File: src/logic/arc_pkg.sv
`default_nettype none
package arc_pkg;
	localparam int DATA_W = 12;
	localparam int BYTE_W = 8;
	localparam int NIB_W = 4;
	localparam int CLK_PERIOD_NS = 8;
	// conversion time of the converter model, in ns
	localparam int CONV_TIME_NS = 3000;
	localparam int CONV_CYCLES = (CONV_TIME_NS + CLK_PERIOD_NS - 1) / CLK_PERIOD_NS;
	// reacquisition gap between conversions, in ns
	localparam int REACQ_TIME_NS = 1000;
	localparam int REACQ_CYCLES = (REACQ_TIME_NS + CLK_PERIOD_NS - 1) / CLK_PERIOD_NS;
	localparam int CNT_W = 12;
	localparam logic [CNT_W-1:0] CONV_COUNT = CNT_W'(CONV_CYCLES);
	localparam logic [CNT_W-1:0] ROM_GAP_COUNT = CNT_W'(CONV_CYCLES + REACQ_CYCLES);
	localparam logic [CNT_W-1:0] CNT_ZERO = 12'h000;
	// count value seen in the last cycle of a conversion
	localparam logic [CNT_W-1:0] CNT_ONE = 12'h001;
	localparam logic [DATA_W-1:0] RESULT_RST = 12'h000;
	localparam logic [NIB_W-1:0] NIB_LOW = 4'h0;
	// host sequencer states
	typedef enum logic [3:0] {
		ARC_IDLE = 4'b0001,
		ARC_LOW = 4'b0010,
		ARC_GAP = 4'b0100,
		ARC_HIGH = 4'b1000
	} arc_host_state_t;
endpackage : arc_pkg
`default_nettype wire

File: src/logic/arc_if.sv
`timescale 1ns/1ns
`default_nettype none
// parallel host port between converter and host
interface arc_if;
	logic cs_n;
	logic rd_n;
	logic high_byte_select;
	logic busy_n;
	logic [arc_pkg::DATA_W-1:0] data_o;
	logic [arc_pkg::DATA_W-1:0] data_oe;
	// resolved data bus level, undriven bits read as 0
	logic [arc_pkg::DATA_W-1:0] data;
	assign data = data_o & data_oe;
	modport device (input cs_n, rd_n, high_byte_select, output busy_n, data_o, data_oe);
	modport host (output cs_n, rd_n, high_byte_select, input busy_n, data);
endinterface : arc_if
`default_nettype wire

File: src/logic/arc_device.sv
`timescale 1ns/1ns
`default_nettype none
// Notes on behaviour
// - rom read starts conversion, shows previous word
// - next word read returns new result
// - host spaces rom reads conversion plus gap
// - byte reads use low eight outputs, low first
// - first byte rom read behaves like word read
// - host waits conversion time after start
// - high byte read: msbs low, next four zero
// - third byte read returns low, restarts
// - msbs always on top four when driven
// - slow byte read returns low after conversion
// - high byte select returns high byte
// - busy low for entire conversion
// - high byte read never asserts busy
// - start and enables may lag one cycle; here busy and drive follow the strobes three cycles later
// - host clock shared with converter clock
// - host drives byte select from address; here the host sequencer raises it for the high byte read
// - start only when all three inputs low
// - starts ignored while converting
// - right justified natural binary result
module arc_device (
	input wire logic i_ref_clk, // converter clock
	input wire logic i_nrst, // async reset, active low
	input wire logic i_ce, // clock enable
	input wire logic [arc_pkg::DATA_W-1:0] i_sample, // analog sample, as a code
	output logic o_sample_strobe, // pulse when sample is taken
	arc_if.device bus // host port
);
	logic [1:0] cs_sync;
	logic [1:0] rd_sync;
	logic [1:0] hb_sync;
	logic start_req;
	logic access;
	logic converting;
	logic [arc_pkg::CNT_W-1:0] count;
	logic [arc_pkg::DATA_W-1:0] result;
	logic [arc_pkg::DATA_W-1:0] held;
	logic start_seen;
	logic [arc_pkg::DATA_W-1:0] next_drive;
	logic [arc_pkg::DATA_W-1:0] shown;
	logic finishing;

	// last counted cycle of a conversion; latch, busy and mux all share it
	function automatic logic conv_last(input logic run, input logic [arc_pkg::CNT_W-1:0] cnt);
		conv_last = run && (cnt == arc_pkg::CNT_ONE);
	endfunction : conv_last

	// high byte layout: msbs on the low nibble, zeros, msbs again on top
	function automatic logic [arc_pkg::DATA_W-1:0] high_view(
		input logic [arc_pkg::DATA_W-1:0] word
	);
		high_view = {word[11:8], arc_pkg::NIB_LOW, word[11:8]};
	endfunction : high_view

	// pins from the host pass two flops; adds a two-cycle lag
	always_ff @(posedge i_ref_clk or negedge i_nrst)
		if (!i_nrst)
		begin
			cs_sync <= 2'h3;
			rd_sync <= 2'h3;
			hb_sync <= 2'h0;
		end
		else if (i_ce)
		begin
			cs_sync <= {cs_sync[0], bus.cs_n};
			rd_sync <= {rd_sync[0], bus.rd_n};
			hb_sync <= {hb_sync[0], bus.high_byte_select};
		end

	assign access = !cs_sync[1] && !rd_sync[1];
	// a start needs all three low, ignored while converting
	assign start_req = access && !hb_sync[1] && !converting && !start_seen;

	// one flag decides the last cycle, so latch and busy cannot drift apart
	assign finishing = conv_last(converting, count);

	// one start per access; held until the strobe goes away
	// a long strobe would otherwise restart once the conversion ends
	always_ff @(posedge i_ref_clk or negedge i_nrst)
	begin
		if (!i_nrst)
		begin
			start_seen <= 1'b0;
		end
		else if (i_ce)
		begin
			start_seen <= access && (start_seen || start_req);
		end
	end

	// conversion timer; busy follows it
	// a start while running is refused silently, as the pins have no error path
	always_ff @(posedge i_ref_clk or negedge i_nrst)
	begin
		if (!i_nrst)
		begin
			converting <= 1'b0;
			count <= arc_pkg::CNT_ZERO;
		end
		else if (i_ce)
		begin
			if (start_req)
			begin
				converting <= 1'b1;
				count <= arc_pkg::CONV_COUNT;
			end
			else if (converting)
			begin
				count <= count - 1'b1;
				if (finishing)
				begin
					converting <= 1'b0;
				end
			end
		end
	end

	// sample taken at start, result latched at the end
	// the held code stands in for the sample-and-hold capacitor
	always_ff @(posedge i_ref_clk or negedge i_nrst)
	begin
		if (!i_nrst)
		begin
			held <= arc_pkg::RESULT_RST;
			result <= arc_pkg::RESULT_RST;
		end
		else if (i_ce)
		begin
			if (start_req)
			begin
				held <= i_sample;
			end
			if (finishing)
			begin
				result <= held;
			end
		end
	end

	// sampling instant, for whoever feeds the sample code
	assign o_sample_strobe = start_req && i_ce;

	// output mux: word or low byte, or high byte with msbs mirrored
	// rom old data and slow new data both fall out of the latch timing
	// the finishing word is forwarded so data is new when busy rises
	always_comb
	begin
		shown = result;
		if (finishing)
		begin
			shown = held;
		end
		next_drive = shown;
		if (hb_sync[1])
		begin
			next_drive = high_view(shown);
		end
	end

	// registered data pins; after the two sync flops, data follows the strobes three cycles later, past the one-cycle lag allowed
	always_ff @(posedge i_ref_clk or negedge i_nrst)
	begin
		if (!i_nrst)
		begin
			bus.data_o <= arc_pkg::RESULT_RST;
		end
		else if (i_ce)
		begin
			bus.data_o <= next_drive;
		end
	end

	// drivers only during an access
	// drive follows the synchronised strobe, so it never outlives the access long
	always_ff @(posedge i_ref_clk or negedge i_nrst)
	begin
		if (!i_nrst)
		begin
			bus.data_oe <= 12'h000;
		end
		else if (i_ce)
		begin
			bus.data_oe <= access ? 12'hFFF : 12'h000;
		end
	end

	// busy low from the cycle after the start through the last counted cycle
	// high byte reads never start, so they never pull busy down
	always_ff @(posedge i_ref_clk or negedge i_nrst)
	begin
		if (!i_nrst)
		begin
			bus.busy_n <= 1'b1;
		end
		else if (i_ce)
		begin
			bus.busy_n <= !(start_req || (converting && !finishing));
		end
	end
endmodule : arc_device
`default_nettype wire

File: src/flat_wrapper.sv
// flat-port wrapper written by rule: the top's interface ports become plain ports
module arc_device_flat 
  (i_ref_clk, i_nrst, i_ce, i_sample, o_sample_strobe, bus_cs_n, bus_rd_n, bus_high_byte_select, bus_busy_n, bus_data_o, bus_data_oe);
  arc_if bus_i ();
  input wire logic i_ref_clk;
  input wire logic i_nrst;
  input wire logic i_ce;
  input wire logic [arc_pkg::DATA_W-1:0] i_sample;
  output logic o_sample_strobe;
  input wire logic [$bits(bus_i.cs_n)-1:0] bus_cs_n;
  input wire logic [$bits(bus_i.rd_n)-1:0] bus_rd_n;
  input wire logic [$bits(bus_i.high_byte_select)-1:0] bus_high_byte_select;
  output wire logic [$bits(bus_i.busy_n)-1:0] bus_busy_n;
  output wire logic [$bits(bus_i.data_o)-1:0] bus_data_o;
  output wire logic [$bits(bus_i.data_oe)-1:0] bus_data_oe;
  assign bus_i.cs_n = bus_cs_n;
  assign bus_i.rd_n = bus_rd_n;
  assign bus_i.high_byte_select = bus_high_byte_select;
  assign bus_busy_n = bus_i.busy_n;
  assign bus_data_o = bus_i.data_o;
  assign bus_data_oe = bus_i.data_oe;
  arc_device u_core (.i_ref_clk(i_ref_clk), .i_nrst(i_nrst), .i_ce(i_ce), .i_sample(i_sample), .o_sample_strobe(o_sample_strobe), .bus(bus_i));
endmodule
File: config.mk
export PLATFORM = sky130hd
export DESIGN_NAME = arc_device_flat
export DESIGN_NICKNAME = d
export VERILOG_FILES = /design/src/logic/arc_pkg.sv /design/src/logic/arc_if.sv /design/src/logic/arc_device.sv /design/src/flat_wrapper.sv
export SDC_FILE = /design/constraint.sdc
export NUM_CORES = 1
export LEC_CHECK = 0
export CAP_MARGIN = 15
export CORE_MARGIN = 10
export CORE_UTILIZATION = 55
export CTS_CLUSTER_SIZE = 12
export DETAILED_ROUTE_END_ITERATION = 10
export DONT_BUFFER_PORTS = 1
export PLACE_DENSITY = 0.7
export SLEW_MARGIN = 30
export SYNTH_ARGS = -nofsm -noshare
export SYNTH_HDL_FRONTEND = slang
export SYNTH_SLANG_ARGS = --single-unit
File: constraint.sdc
create_clock -name i_ref_clk -period 3 [get_ports i_ref_clk]
set_input_delay 0.45 -clock i_ref_clk [delete_from_list [all_inputs] [get_ports i_ref_clk]]
set_output_delay 0.45 -clock i_ref_clk [all_outputs]
set_load 0.02 [all_outputs]
==> summary.md, run 1 <==
| Metric | Value |
|---|---|
| CTS H-Tree Depth | `2` |
| Post-Synth Simple-Gate Area | `15.0%` |
| Via count | `1592` |
| Number of synthesized flops with an enable pin | `0` |
| CTS sink cnt | `54` |
| Post-layout util | `between 50 and 60%` |
| Final setup viols | `0` |
| Startpoint types | `flop` |
| Hold slack final | `0.244 ns` |
| First-pass GRT wire length | `8.05 mm` |
| RePlAce Congestion | `just under 0.8` |
| Synth area leader | `dfrtp_1` |
| Fillers | `354` |
| Critical Path AT | `about 2.6 ns` |
| Dpl cells | `260` |
| R2R Path Start | `u_core.count[4]$_DFFE_PN0P_` |
| Synth top area share | `around half` |
| CTS max path bufs | `2` |
| RSZ-0062 raised after global routing | `false` |
| Avg Inst Size Synth | `11.1 um2` |
| Period utilization | `80.1%` |
| Post-CTS resize count | `0` |
| Largest net degree at the start of global routing | `55` |
| Drc violations | `0` |
| Sequential fraction of the synthesis area | `between 50 and 60%` |
| Final Hold Viols | `0` |
| Max cap viols | `0` |
| Worst vdd ir | `0.308 mV` |
| Crit-path max FO | `12` |
| Total grt overflow | `0` |
| # nets final | `roughly 240` |
| Crit path kind | `reg -> reg` |
| Die Width | `87.9 um` |
| Worst setup path start | `u_core.count[4]$_DFFE_PN0P_` |
| Initial DRC Count | `67` |
| Req. time, crit path | `3.19 ns` |
| Pwr Total | `2.19 mW` |
| Pwr Density | `831 mW/mm2` |
| Vias in the first global route | `1651` |
| Starting Density | `57.4%` |
| Synthesized flop and latch total | `54` |
| Post-synthesis mux area share | `between 10% and 20%` |
| Critical Path End Type | `flop` |
| Xor/xnor share of the synthesized area | `2.42%` |
| Mapped Cells | `229` |
| Final min period | `about 2.4 ns` |
| Library cells used by synthesis | `39` |
| Leak | `1.27 nW` |
| Setup TNS | `0 ns` |
| Worst-Margin Slew | `0.513 ns` |
| First-pass iteration count of the detailed router | `5` |
| Adder-cell area share of the yosys netlist | `0.988%` |
| Worst Clk Skew | `~0.0086 ns` |
| Compound-cell area share of the yosys netlist | `6.13%` |
| Finished Layout Cells | `270` |
| Status | `finished, final reports clean` |
| CTS root buffer | `clkbuf_8` |
| Syn_nets | `249` |
| Post-DR wirelength/cell | `17.8 um` |
| Setup repair bufs after CTS | `0` |
| Slew margin rel. | `65.7%` |
| Insertion delay of the later-clocked pin in the worst-skew pair | `0.31 ns` |
| Total Routing Usage GR | `between 10% and 20%` |
| Dpl hpwl | `3.32 mm` |
| TritonCTS clock tree | `yes` |
| Hold-fix buffers, CTS | `2` |
| Register clock-pin slew on the reported worst setup and hold paths | `about 0.090 ns` |
| Top-Level Pins | `44` |
| Placed inst area | `about 0.0025 mm2` |
| Design Area, Final | `0.00263 mm2` |
| FMAX | `about 420 MHz` |
| Std-Cell Rows | `24` |
| Synth area leaders | `dfrtp_1 48%, mux2_2 9.3%, nand2_1 7.1%` |
| Total CTS buffers | `5` |
| Largest family of logic cells by synthesized area | `simple AND/OR/NAND/NOR gates` |
| Post-route ant nets | `0` |
| Detailed-route vias per instance | `5.90` |
| Primary FF master, synth | `dfrtp_1` |
| Area grow syn2layout | `3.90%` |
| Async set-reset flop share out of synthesis | `100%` |
| Worst slack at placement | `0.564 ns` |
| Hold WC Path Type | `in -> reg` |
| Drt total wl | `between 4 and 5 mm` |
| ANT cells | `0` |
| Final slew viol count | `0` |
| Total core area | `0.00441 mm2` |
| Port bufs | `0` |
| Worst Hold Launch | `i_sample[7]` |
| Initial antenna violation count | `0` |
| Die Height | `between 80 and 90 um` |
| Setup ws final | `0.597 ns` |
| Synthesized cell area | `around 0.0025 mm2` |
| Yosys Warn Count | `0` |
| Die ar. | `0.00772 mm2` |
| Share of cells above drive strength 1 | `22.0%` |
## worst max-delay path, stage by stage (launching register included)
cell     delay [ns]
dfrtp_1        0.43
or4_4          0.59
nor4_1         0.45
nand2_1        0.43
mux2_2         0.40
## flip-flops by register name (all words and copies together), names as in the netlist
| register | cells |
|---|---|
| u_core.bus.busy_n | 1 |
| u_core.bus.data_o | 12 |
| u_core.bus.data_oe | 1 |
| u_core.converting | 1 |
| u_core.count | 12 |
| u_core.cs_sync | 2 |
| u_core.hb_sync | 2 |
| u_core.held | 12 |
| u_core.rd_sync | 2 |
| u_core.result | 8 |
| u_core.start_seen | 1 |
## metal layers
metal  share of wire, %  GRT usage [%]  wire length, um  up-vias
met4                1.1           5.22               53        0
met3                9.6           5.01              463        6
met1                 41           16.1             1970      797
li1                   -              -                -      737
met2                 48           20.0             2310       52
met5                  0              0                0        -
## cells in the final DEF, fill, tap and decap left out, types with 3 or more instances in the layout
cell type | synthesis | final
a21oi_1 | 3 | 3
buf_4 | 15 | 3
clkbuf_8 | 0 | 6
dfrtp_1 | 49 | 48
dfstp_2 | 5 | 5
inv_1 | 6 | 6
mux2_2 | 21 | 21
mux2i_1 | 9 | 9
nand2_1 | 48 | 48
nand2b_1 | 3 | 3
nor2_1 | 13 | 13
nor4_1 | 5 | 5
o221a_2 | 3 | 3
o22ai_1 | 4 | 4
or3_1 | 3 | 3
xnor2_1 | 6 | 6
## kinds of logic after synthesis
| group | Yosys count |
|---|---|
| AOI/OAI and AO/OA | 20 |
| xor gates and xnor gates | 7 |
| muxes | 32 |
| adders and majority gates | 2 |
| DFF | 54 |
| and+or+nand+nor | 83 |
| buffers and inverters | 31 |
## cells in the mapped netlist (all sizes together), types with 2 or more instances
cell type  number
dfrtp          49
nand2          48
mux2           23
buf            19
nor2           13
mux2i           9
inv             6
xnor2           6
clkbuf          5
dfstp           5
nor4            5
o221a           5
or4             5
o22ai           4
a21oi           3
nand2b          3
or3             3
ha              2
nor3            2
o21ai           2
## report_power, final
| part | total (mW) | switching, mW | internal (mW) | leakage (nW) |
|---|---|---|---|---|
| Sequential | 1.16 | 0.224 | 0.937 | 0.680 |
| Combinational | 0.443 | 0.240 | 0.204 | 0.520 |
| Clock | 0.584 | 0.228 | 0.356 | 0.0714 |
| Total | 2.19 | 0.692 | 1.50 | 1.27 |
## layout make-up
cell class,instances,area [um2],share of cell area [%]
sequential,54,1360,51.6
multi-input combinational,144,978,37.2
clock buffer,6,82.6,3.14
tap,52,65.1,2.47
clock inverter,2,60.1,2.28
timing repair buffer,5,60.1,2.28
inverter,7,26.3,0.999
## final timing paths
kind	endpoint	slack, ns	cells after the start
hold reg to reg	u_core.held[6]$_DFFE_PN0P_	0.51	2
min in group asynchronous	u_core.bus.data_oe[10]$_DFFE_PN0P_	0.65	2
max in group asynchronous	u_core.bus.busy_n$_DFFE_PN1P_	2.08	2
setup / recovery	u_core.bus.data_o[9]$_DFFE_PN0P_	0.60	4
hold / removal	u_core.held[7]$_DFFE_PN0P_	0.24	2
setup reg to reg	u_core.bus.data_o[9]$_DFFE_PN0P_	0.60	4
Power figures use the tool's default switching activity.
==> inputs of run 2 (changes only) <==
clock period = 2.4 ns   (was 3 ns; I/O delays follow)
==> run 2 against run 1 <==
Against the previous run: critical path depth stayed put; clock skew is 0.0021 ns higher; combinational power is 30% higher; setup slack worse by 0.52 ns; largest power group unchanged; die area stayed put.
==> summary.md, run 2 (synthesized netlist as in run 1, its figures left out) <==
| Metric | Value |
|---|---|
| ANT cells | `0 (unchanged)` |
| Leak | `1.28 nW (+0.29%)` |
| Port bufs | `0 (unchanged)` |
| Worst Hold Launch | `i_sample[5]` |
| Worst Clk Skew | `0.0107 ns (+0.00210 ns)` |
| CTS sink cnt | `54 (unchanged)` |
| Area of the multi-input gates | `978 um2 (unchanged)` |
| CTS H-Tree Depth | `2 (unchanged)` |
| Via count | `1582 (-0.63%)` |
| TritonCTS clock tree | `yes` |
| Drc violations | `0 (unchanged)` |
| CTS max path bufs | `2 (unchanged)` |
| Largest net degree at the start of global routing | `55 (unchanged)` |
| FMAX | `430 MHz (+3.3%)` |
| Die ar. | `0.00772 mm2 (unchanged)` |
| Worst vdd ir | `0.431 mV (+40%)` |
| Final min period | `2.33 ns (-0.0763 ns)` |
| Hold WC Path Type | `in -> reg` |
| Starting Density | `57.4% (unchanged)` |
| # nets final | `241 (+1.7%)` |
| Final Hold Viols | `0 (unchanged)` |
| Setup TNS | `0 ns (unchanged)` |
| Die Height | `87.9 um (unchanged)` |
| Critical Path AT | `2.53 ns (-0.07 ns)` |
| Initial antenna violation count | `0 (unchanged)` |
| Status | `finished, final reports clean` |
| Std-Cell Rows | `24 (unchanged)` |
| Crit-path max FO | `10 (-2)` |
| First-pass GRT wire length | `8.10 mm (+0.68%)` |
| Total Routing Usage GR | `13.1% (+0.13 points)` |
| Critical Path End Type | `flop` |
| Leading registers by flop count | `u_core.bus.data_o (12), u_core.count (12), u_core.held (12)` |
| Total core area | `0.00441 mm2 (unchanged)` |
| Worst R2R Path Depth | `4 (unchanged)` |
| Worst-Margin Slew | `0.712 ns (+0.200 ns)` |
| Share of cells above drive strength 1 | `23.4% (+1.4 points)` |
| Hold slack final | `0.152 ns (-0.0919 ns)` |
| Slew margin rel. | `52.2% (-14 points)` |
| Max cap viols | `0 (unchanged)` |
| Most frequent cells in the layout | `48 x nand2_1, 48 x dfrtp_1, 21 x mux2_2` |
| Post-DR wirelength/cell | `17.4 um (-2.1%)` |
| Req. time, crit path | `2.60 ns (-0.59 ns)` |
| RePlAce Congestion | `0.798 (+1.4%)` |
| Hold Crit Depth | `2 (unchanged)` |
| Vias in the first global route | `1665 (+0.85%)` |
| Drt total wl | `4.77 mm (-0.65%)` |
| Register clock-pin slew on the reported worst setup and hold paths | `0.09 ns (about the same)` |
| RSZ-0062 raised after global routing | `false` |
| Post-route ant nets | `0 (unchanged)` |
| Total CTS buffers | `5 (unchanged)` |
| Area grow syn2layout | `3.90% (unchanged)` |
| Crit path kind | `reg -> reg` |
| Startpoint types | `flop` |
| Die Width | `87.9 um (unchanged)` |
| Worst reg2reg path endpoint | `u_core.bus.data_o[2]$_DFFE_PN0P_` |
| Pwr Density | `996 mW/mm2 (+20%)` |
| Detailed-route vias per instance | `5.77 (-2.1%)` |
| Worst Hold Endpoint | `u_core.held[5]$_DFFE_PN0P_` |
| Final slew viol count | `0 (unchanged)` |
| CTS root buffer | `clkbuf_8` |
| FF-to-FF setup slack | `0.07 ns (-0.52 ns)` |
| Final setup viols | `0 (unchanged)` |
| Total grt overflow | `0 (unchanged)` |
| Top-Level Pins | `44 (unchanged)` |
| Pwr Total | `2.62 mW (+20%)` |
| Dpl hpwl | `3.29 mm (-0.93%)` |
| Fillers | `355 (+0.28%)` |
| Period utilization | `96.9% (+17 points)` |
| First-pass iteration count of the detailed router | `4 (-1)` |
| FF+latch area | `0.00136 mm2 (unchanged)` |
| R2R Path Start | `u_core.count[8]$_DFFE_PN0P_` |
| Insertion delay of the later-clocked pin in the worst-skew pair | `0.31 ns (about the same)` |
| Initial DRC Count | `99 (+48%)` |
run 2: changes by cell type in the layout (fill, tap and decap cells not counted), sizes merged:
cell    before  now
buf          4    8
bufinv       2    1
clkbuf       6    5
clkinv       1    2
inv          6    7
run 2: cell type report:
type / instances / share of cell area [%]
Clock buffer: 5 / 2.62
Timing Repair Buffer: 9 / 3.42
Inverter: 7 / 0.999
Tap cell: 52 / 2.47
Multi-Input combinational cell: 144 / 37.2
Sequential cell: 54 / 51.6
Clock inverter: 3 / 1.66
run 2: repair_timing:
action,CTS,global route
gates resized for setup,0,0
endpoints found under the setup margin,0,2
buffers inserted,0,3
hold buffers,2,0
hold endpoints to repair,54,0
run 2: worst max-delay path: stages (launching register included):
cell and delay [ns]:
dfrtp_1 0.43, or4_1 0.61, or4_4 0.65, mux2_4 0.33
o221a_1 0.20
run 2: power breakdown:
group          switching, mW  total, mW  internal [mW]
Sequential             0.261       1.43           1.17
Clock                  0.299      0.612          0.313
Combinational          0.322      0.576          0.254
run 2: metrics by stage:
step                utilization [%]  worst slack [ns]  cells  area, um2
floorplan                         -            0.0591    229       2530
global placement               55.7             0.106    261       2460
detailed placement             55.7            0.0790    261       2460
CTS                            59.1            0.0675    271       2610
global route                   59.6          0.000102    274       2630
finish                         59.6            0.0735    274       2630
run 2: worst max path at each step:
stage	start	to	slack, ns
3_5_place_dp	u_core.count[4]$_DFFE_PN0P_	u_core.bus.data_o[2]$_DFFE_PN0P_	0.08
6_report	u_core.count[8]$_DFFE_PN0P_	u_core.bus.data_o[2]$_DFFE_PN0P_	0.07
4_1_cts	u_core.count[4]$_DFFE_PN0P_	u_core.bus.data_o[2]$_DFFE_PN0P_	0.07
5_1_grt	u_core.count[8]$_DFFE_PN0P_	u_core.bus.data_o[2]$_DFFE_PN0P_	0.0001
2_1_floorplan	u_core.count[4]$_DFFE_PN0P_	u_core.bus.data_o[2]$_DFFE_PN0P_	0.06
3_3_place_gp	u_core.count[4]$_DFFE_PN0P_	u_core.bus.data_o[3]$_DFFE_PN0P_	0.11
run 2: layer usage:
metal | vias up | global-route usage (%) | wire length (um)
li1 | 753 | - | -
met1 | 792 | 15.7 | 2080
met2 | 32 | 21.5 | 2300
met3 | 5 | 5.01 | 340
met4 | 0 | 3.77 | 47
met5 | - | 0 | 0
==> inputs of run 3 (changes only) <==
PLACE_DENSITY = 0.71   (was 0.7)
==> run 3 against run 2 <==
Against the previous run: worst hold slack worse by 0.0017 ns; wire length down 3.1%; highest routed layer unchanged; cell count down 0.73%; global-route usage down 0.71 points; largest power group unchanged; sequential share of layout area up 0.12 points; register-to-register slack better by 0.04 ns; combinational power down 3%.
==> summary.md, run 3 (synthesized netlist as in run 1, its figures left out) <==
| Metric | Value |
|---|---|
| R2R Path Start | `u_core.count[4]$_DFFE_PN0P_` |
| Vias in the first global route | `1564 (-6.1%)` |
| Worst-Margin Slew | `0.729 ns (+0.0166 ns)` |
| TritonCTS clock tree | `yes` |
| First-pass iteration count of the detailed router | `4 (unchanged)` |
| ANT cells | `0 (unchanged)` |
| Pwr Density | `1000 mW/mm2 (+0.80%)` |
| FMAX | `437 MHz (+1.8%)` |
| Setup TNS | `0 ns (unchanged)` |
| Most frequent cells in the layout | `48 x nand2_1, 48 x dfrtp_1, 21 x mux2_2` |
| Top-Level Pins | `44 (unchanged)` |
| Final slew viol count | `0 (unchanged)` |
| FF-to-FF setup slack | `0.11 ns (+0.04 ns)` |
| Total grt overflow | `0 (unchanged)` |
| Port bufs | `0 (unchanged)` |
| Status | `finished, final reports clean` |
| Grt peak-use layer | `met2` |
| Worst path slowest cell | `or4_2` |
| Initial DRC Count | `87 (-12%)` |
| Std-Cell Rows | `24 (unchanged)` |
| Crit path kind | `reg -> reg` |
| Share of cells above drive strength 1 | `22.7% (-0.70 points)` |
| Area grow syn2layout | `3.66%` |
| First-pass GRT wire length | `7.73 mm (-4.5%)` |
| CTS max path bufs | `2 (unchanged)` |
| Post-layout util | `59.5% (-0.14 points)` |
| CTS H-Tree Depth | `2 (unchanged)` |
| Detailed-route vias per instance | `5.58 (-3.4%)` |
| Final min period | `2.29 ns (-0.0406 ns)` |
| Dpl hpwl | `3.04 mm (-7.5%)` |
| Hold WC Path Type | `in -> reg` |
| CTS root buffer | `clkbuf_8` |
| # nets final | `239 (-0.83%)` |
| Leak | `1.27 nW (-0.39%)` |
| Post-DR wirelength/cell | `17.0 um (-2.4%)` |
| Final setup viols | `0 (unchanged)` |
| Die Width | `87.9 um (unchanged)` |
| Crit-path max cell delay | `0.62 ns (-0.03 ns)` |
| Initial antenna violation count | `0 (unchanged)` |
| Met1 usage | `16.0% (+0.23 points)` |
| Largest net degree at the start of global routing | `55 (unchanged)` |
| Die Height | `87.9 um (unchanged)` |
| Drc violations | `0 (unchanged)` |
| Dpl cells | `262 (+0.38%)` |
| Post-CTS resize count | `0 (unchanged)` |
| Crit-path max FO | `6 (-4)` |
| Period utilization | `95.2% (-1.7 points)` |
| Via count | `1517 (-4.1%)` |
| Worst vdd ir | `0.471 mV (+9.4%)` |
| RePlAce Congestion | `0.767 (-3.9%)` |
| Drt total wl | `4.62 mm (-3.1%)` |
| Worst Hold Launch | `i_sample[3]` |
| RSZ-0062 raised after global routing | `false` |
| Register clock-pin slew on the reported worst setup and hold paths | `0.10 ns (about the same)` |
| Total core area | `0.00441 mm2 (unchanged)` |
| Post-route ant nets | `0 (unchanged)` |
| Setup repair bufs after CTS | `0 (unchanged)` |
| Finished Layout Cells | `272 (-0.73%)` |
| Total Routing Usage GR | `12.4% (-0.71 points)` |
| Met2 Usage GRT | `19.5% (-2.0 points)` |
| Startpoint types | `flop` |
| Fillers | `366 (+3.1%)` |
| Critical Path End Type | `flop` |
| Starting Density | `57.4% (unchanged)` |
| Worst setup path start | `u_core.count[4]$_DFFE_PN0P_` |
| Pwr Total | `2.63 mW (+0.56%)` |
| Met3 usage | `4.18% (-0.84 points)` |
| Leading registers by flop count | `u_core.bus.data_o (12), u_core.count (12), u_core.held (12)` |
| Hold Crit Depth | `2 (unchanged)` |
| Cell Chain, Critical Path | `or4_4 -> or4_2 -> or4_1 -> a21oi_1` |
| Req. time, crit path | `2.61 ns (about the same)` |
| Max cap viols | `0 (unchanged)` |
| Final Hold Viols | `0 (unchanged)` |
| Worst R2R Path Depth | `4 (unchanged)` |
| Die ar. | `0.00772 mm2 (unchanged)` |
| Worst Clk Skew | `0.0111 ns (+0.000393 ns)` |
| Worst Hold Endpoint | `u_core.held[3]$_DFFE_PN0P_` |
| Slew margin rel. | `51.1% (-1.1 points)` |
| Total CTS buffers | `5 (unchanged)` |
| CTS sink cnt | `54 (unchanged)` |
| Worst reg2reg path endpoint | `u_core.count[11]$_DFFE_PN0P_` |
| Insertion delay of the later-clocked pin in the worst-skew pair | `0.31 ns (about the same)` |
| Critical Path AT | `2.50 ns (-0.03 ns)` |
run 3: cell types whose count changed in the layout (fill, tap and decap cells not counted):
cell and change:
buf_4 -2, clkbuf_8 +1, clkinv_2 -1
run 3: metrics by stage:
step	area [um2]	hold slack [ns]	worst slack, ns
finish	2630	0.150	0.114
global route	2630	0.152	0.0643
CTS	2630	0.144	0.120
detailed placement	2470	0.0666	0.132
global placement	2470	0.0673	0.166
floorplan	2530	0.0644	0.0591
run 3: layer usage:
metal	wire [um]	vias up
li1	-	741
met1	2180	744
met2	2110	27
met3	276	5
met4	56	0
met5	0	-
run 3: final cells by class:
cell class / count / area (um2) / area share, %
Clock buffer: 6 / 82.6 / 3.15
Multi-Input combinational cell: 144 / 978 / 37.3
Inverter: 7 / 26.3 / 1.00
Timing Repair Buffer: 7 / 75.1 / 2.86
Tap cell: 52 / 65.1 / 2.48
Sequential cell: 54 / 1360 / 51.8
Clock inverter: 2 / 38.8 / 1.48
run 3: worst max-delay path: cells and delay by family, from the launching register on:
| kind | cells | cell delay, ns |
|---|---|---|
| compound gates | 1 | 0.15 |
| flops | 1 | 0.42 |
| simple gates | 3 | 1.63 |
run 3: repair_timing:
item / CTS / global route
hold buffers: 2 / 0
endpoints found under the setup margin: 0 / 0
endpoints found under the hold margin: 54 / 0
run 3: power breakdown:
| group | switching, mW | leakage (nW) | total, mW | internal [mW] |
|---|---|---|---|---|
| Sequential | 0.262 | 0.680 | 1.43 | 1.17 |
| Clock | 0.301 | 0.0618 | 0.645 | 0.343 |
| Combinational | 0.305 | 0.529 | 0.557 | 0.253 |
| Total | 0.868 | 1.27 | 2.63 | 1.77 |
run 3: worst max-delay path by stage:
stage,depth (start not counted),end
floorplan,6,u_core.bus.data_o[2]$_DFFE_PN0P_
global placement,4,u_core.bus.data_o[3]$_DFFE_PN0P_
detailed placement,4,u_core.count[11]$_DFFE_PN0P_
CTS,4,u_core.bus.data_o[2]$_DFFE_PN0P_
global route,4,u_core.count[11]$_DFFE_PN0P_
finish,4,u_core.count[11]$_DFFE_PN0P_
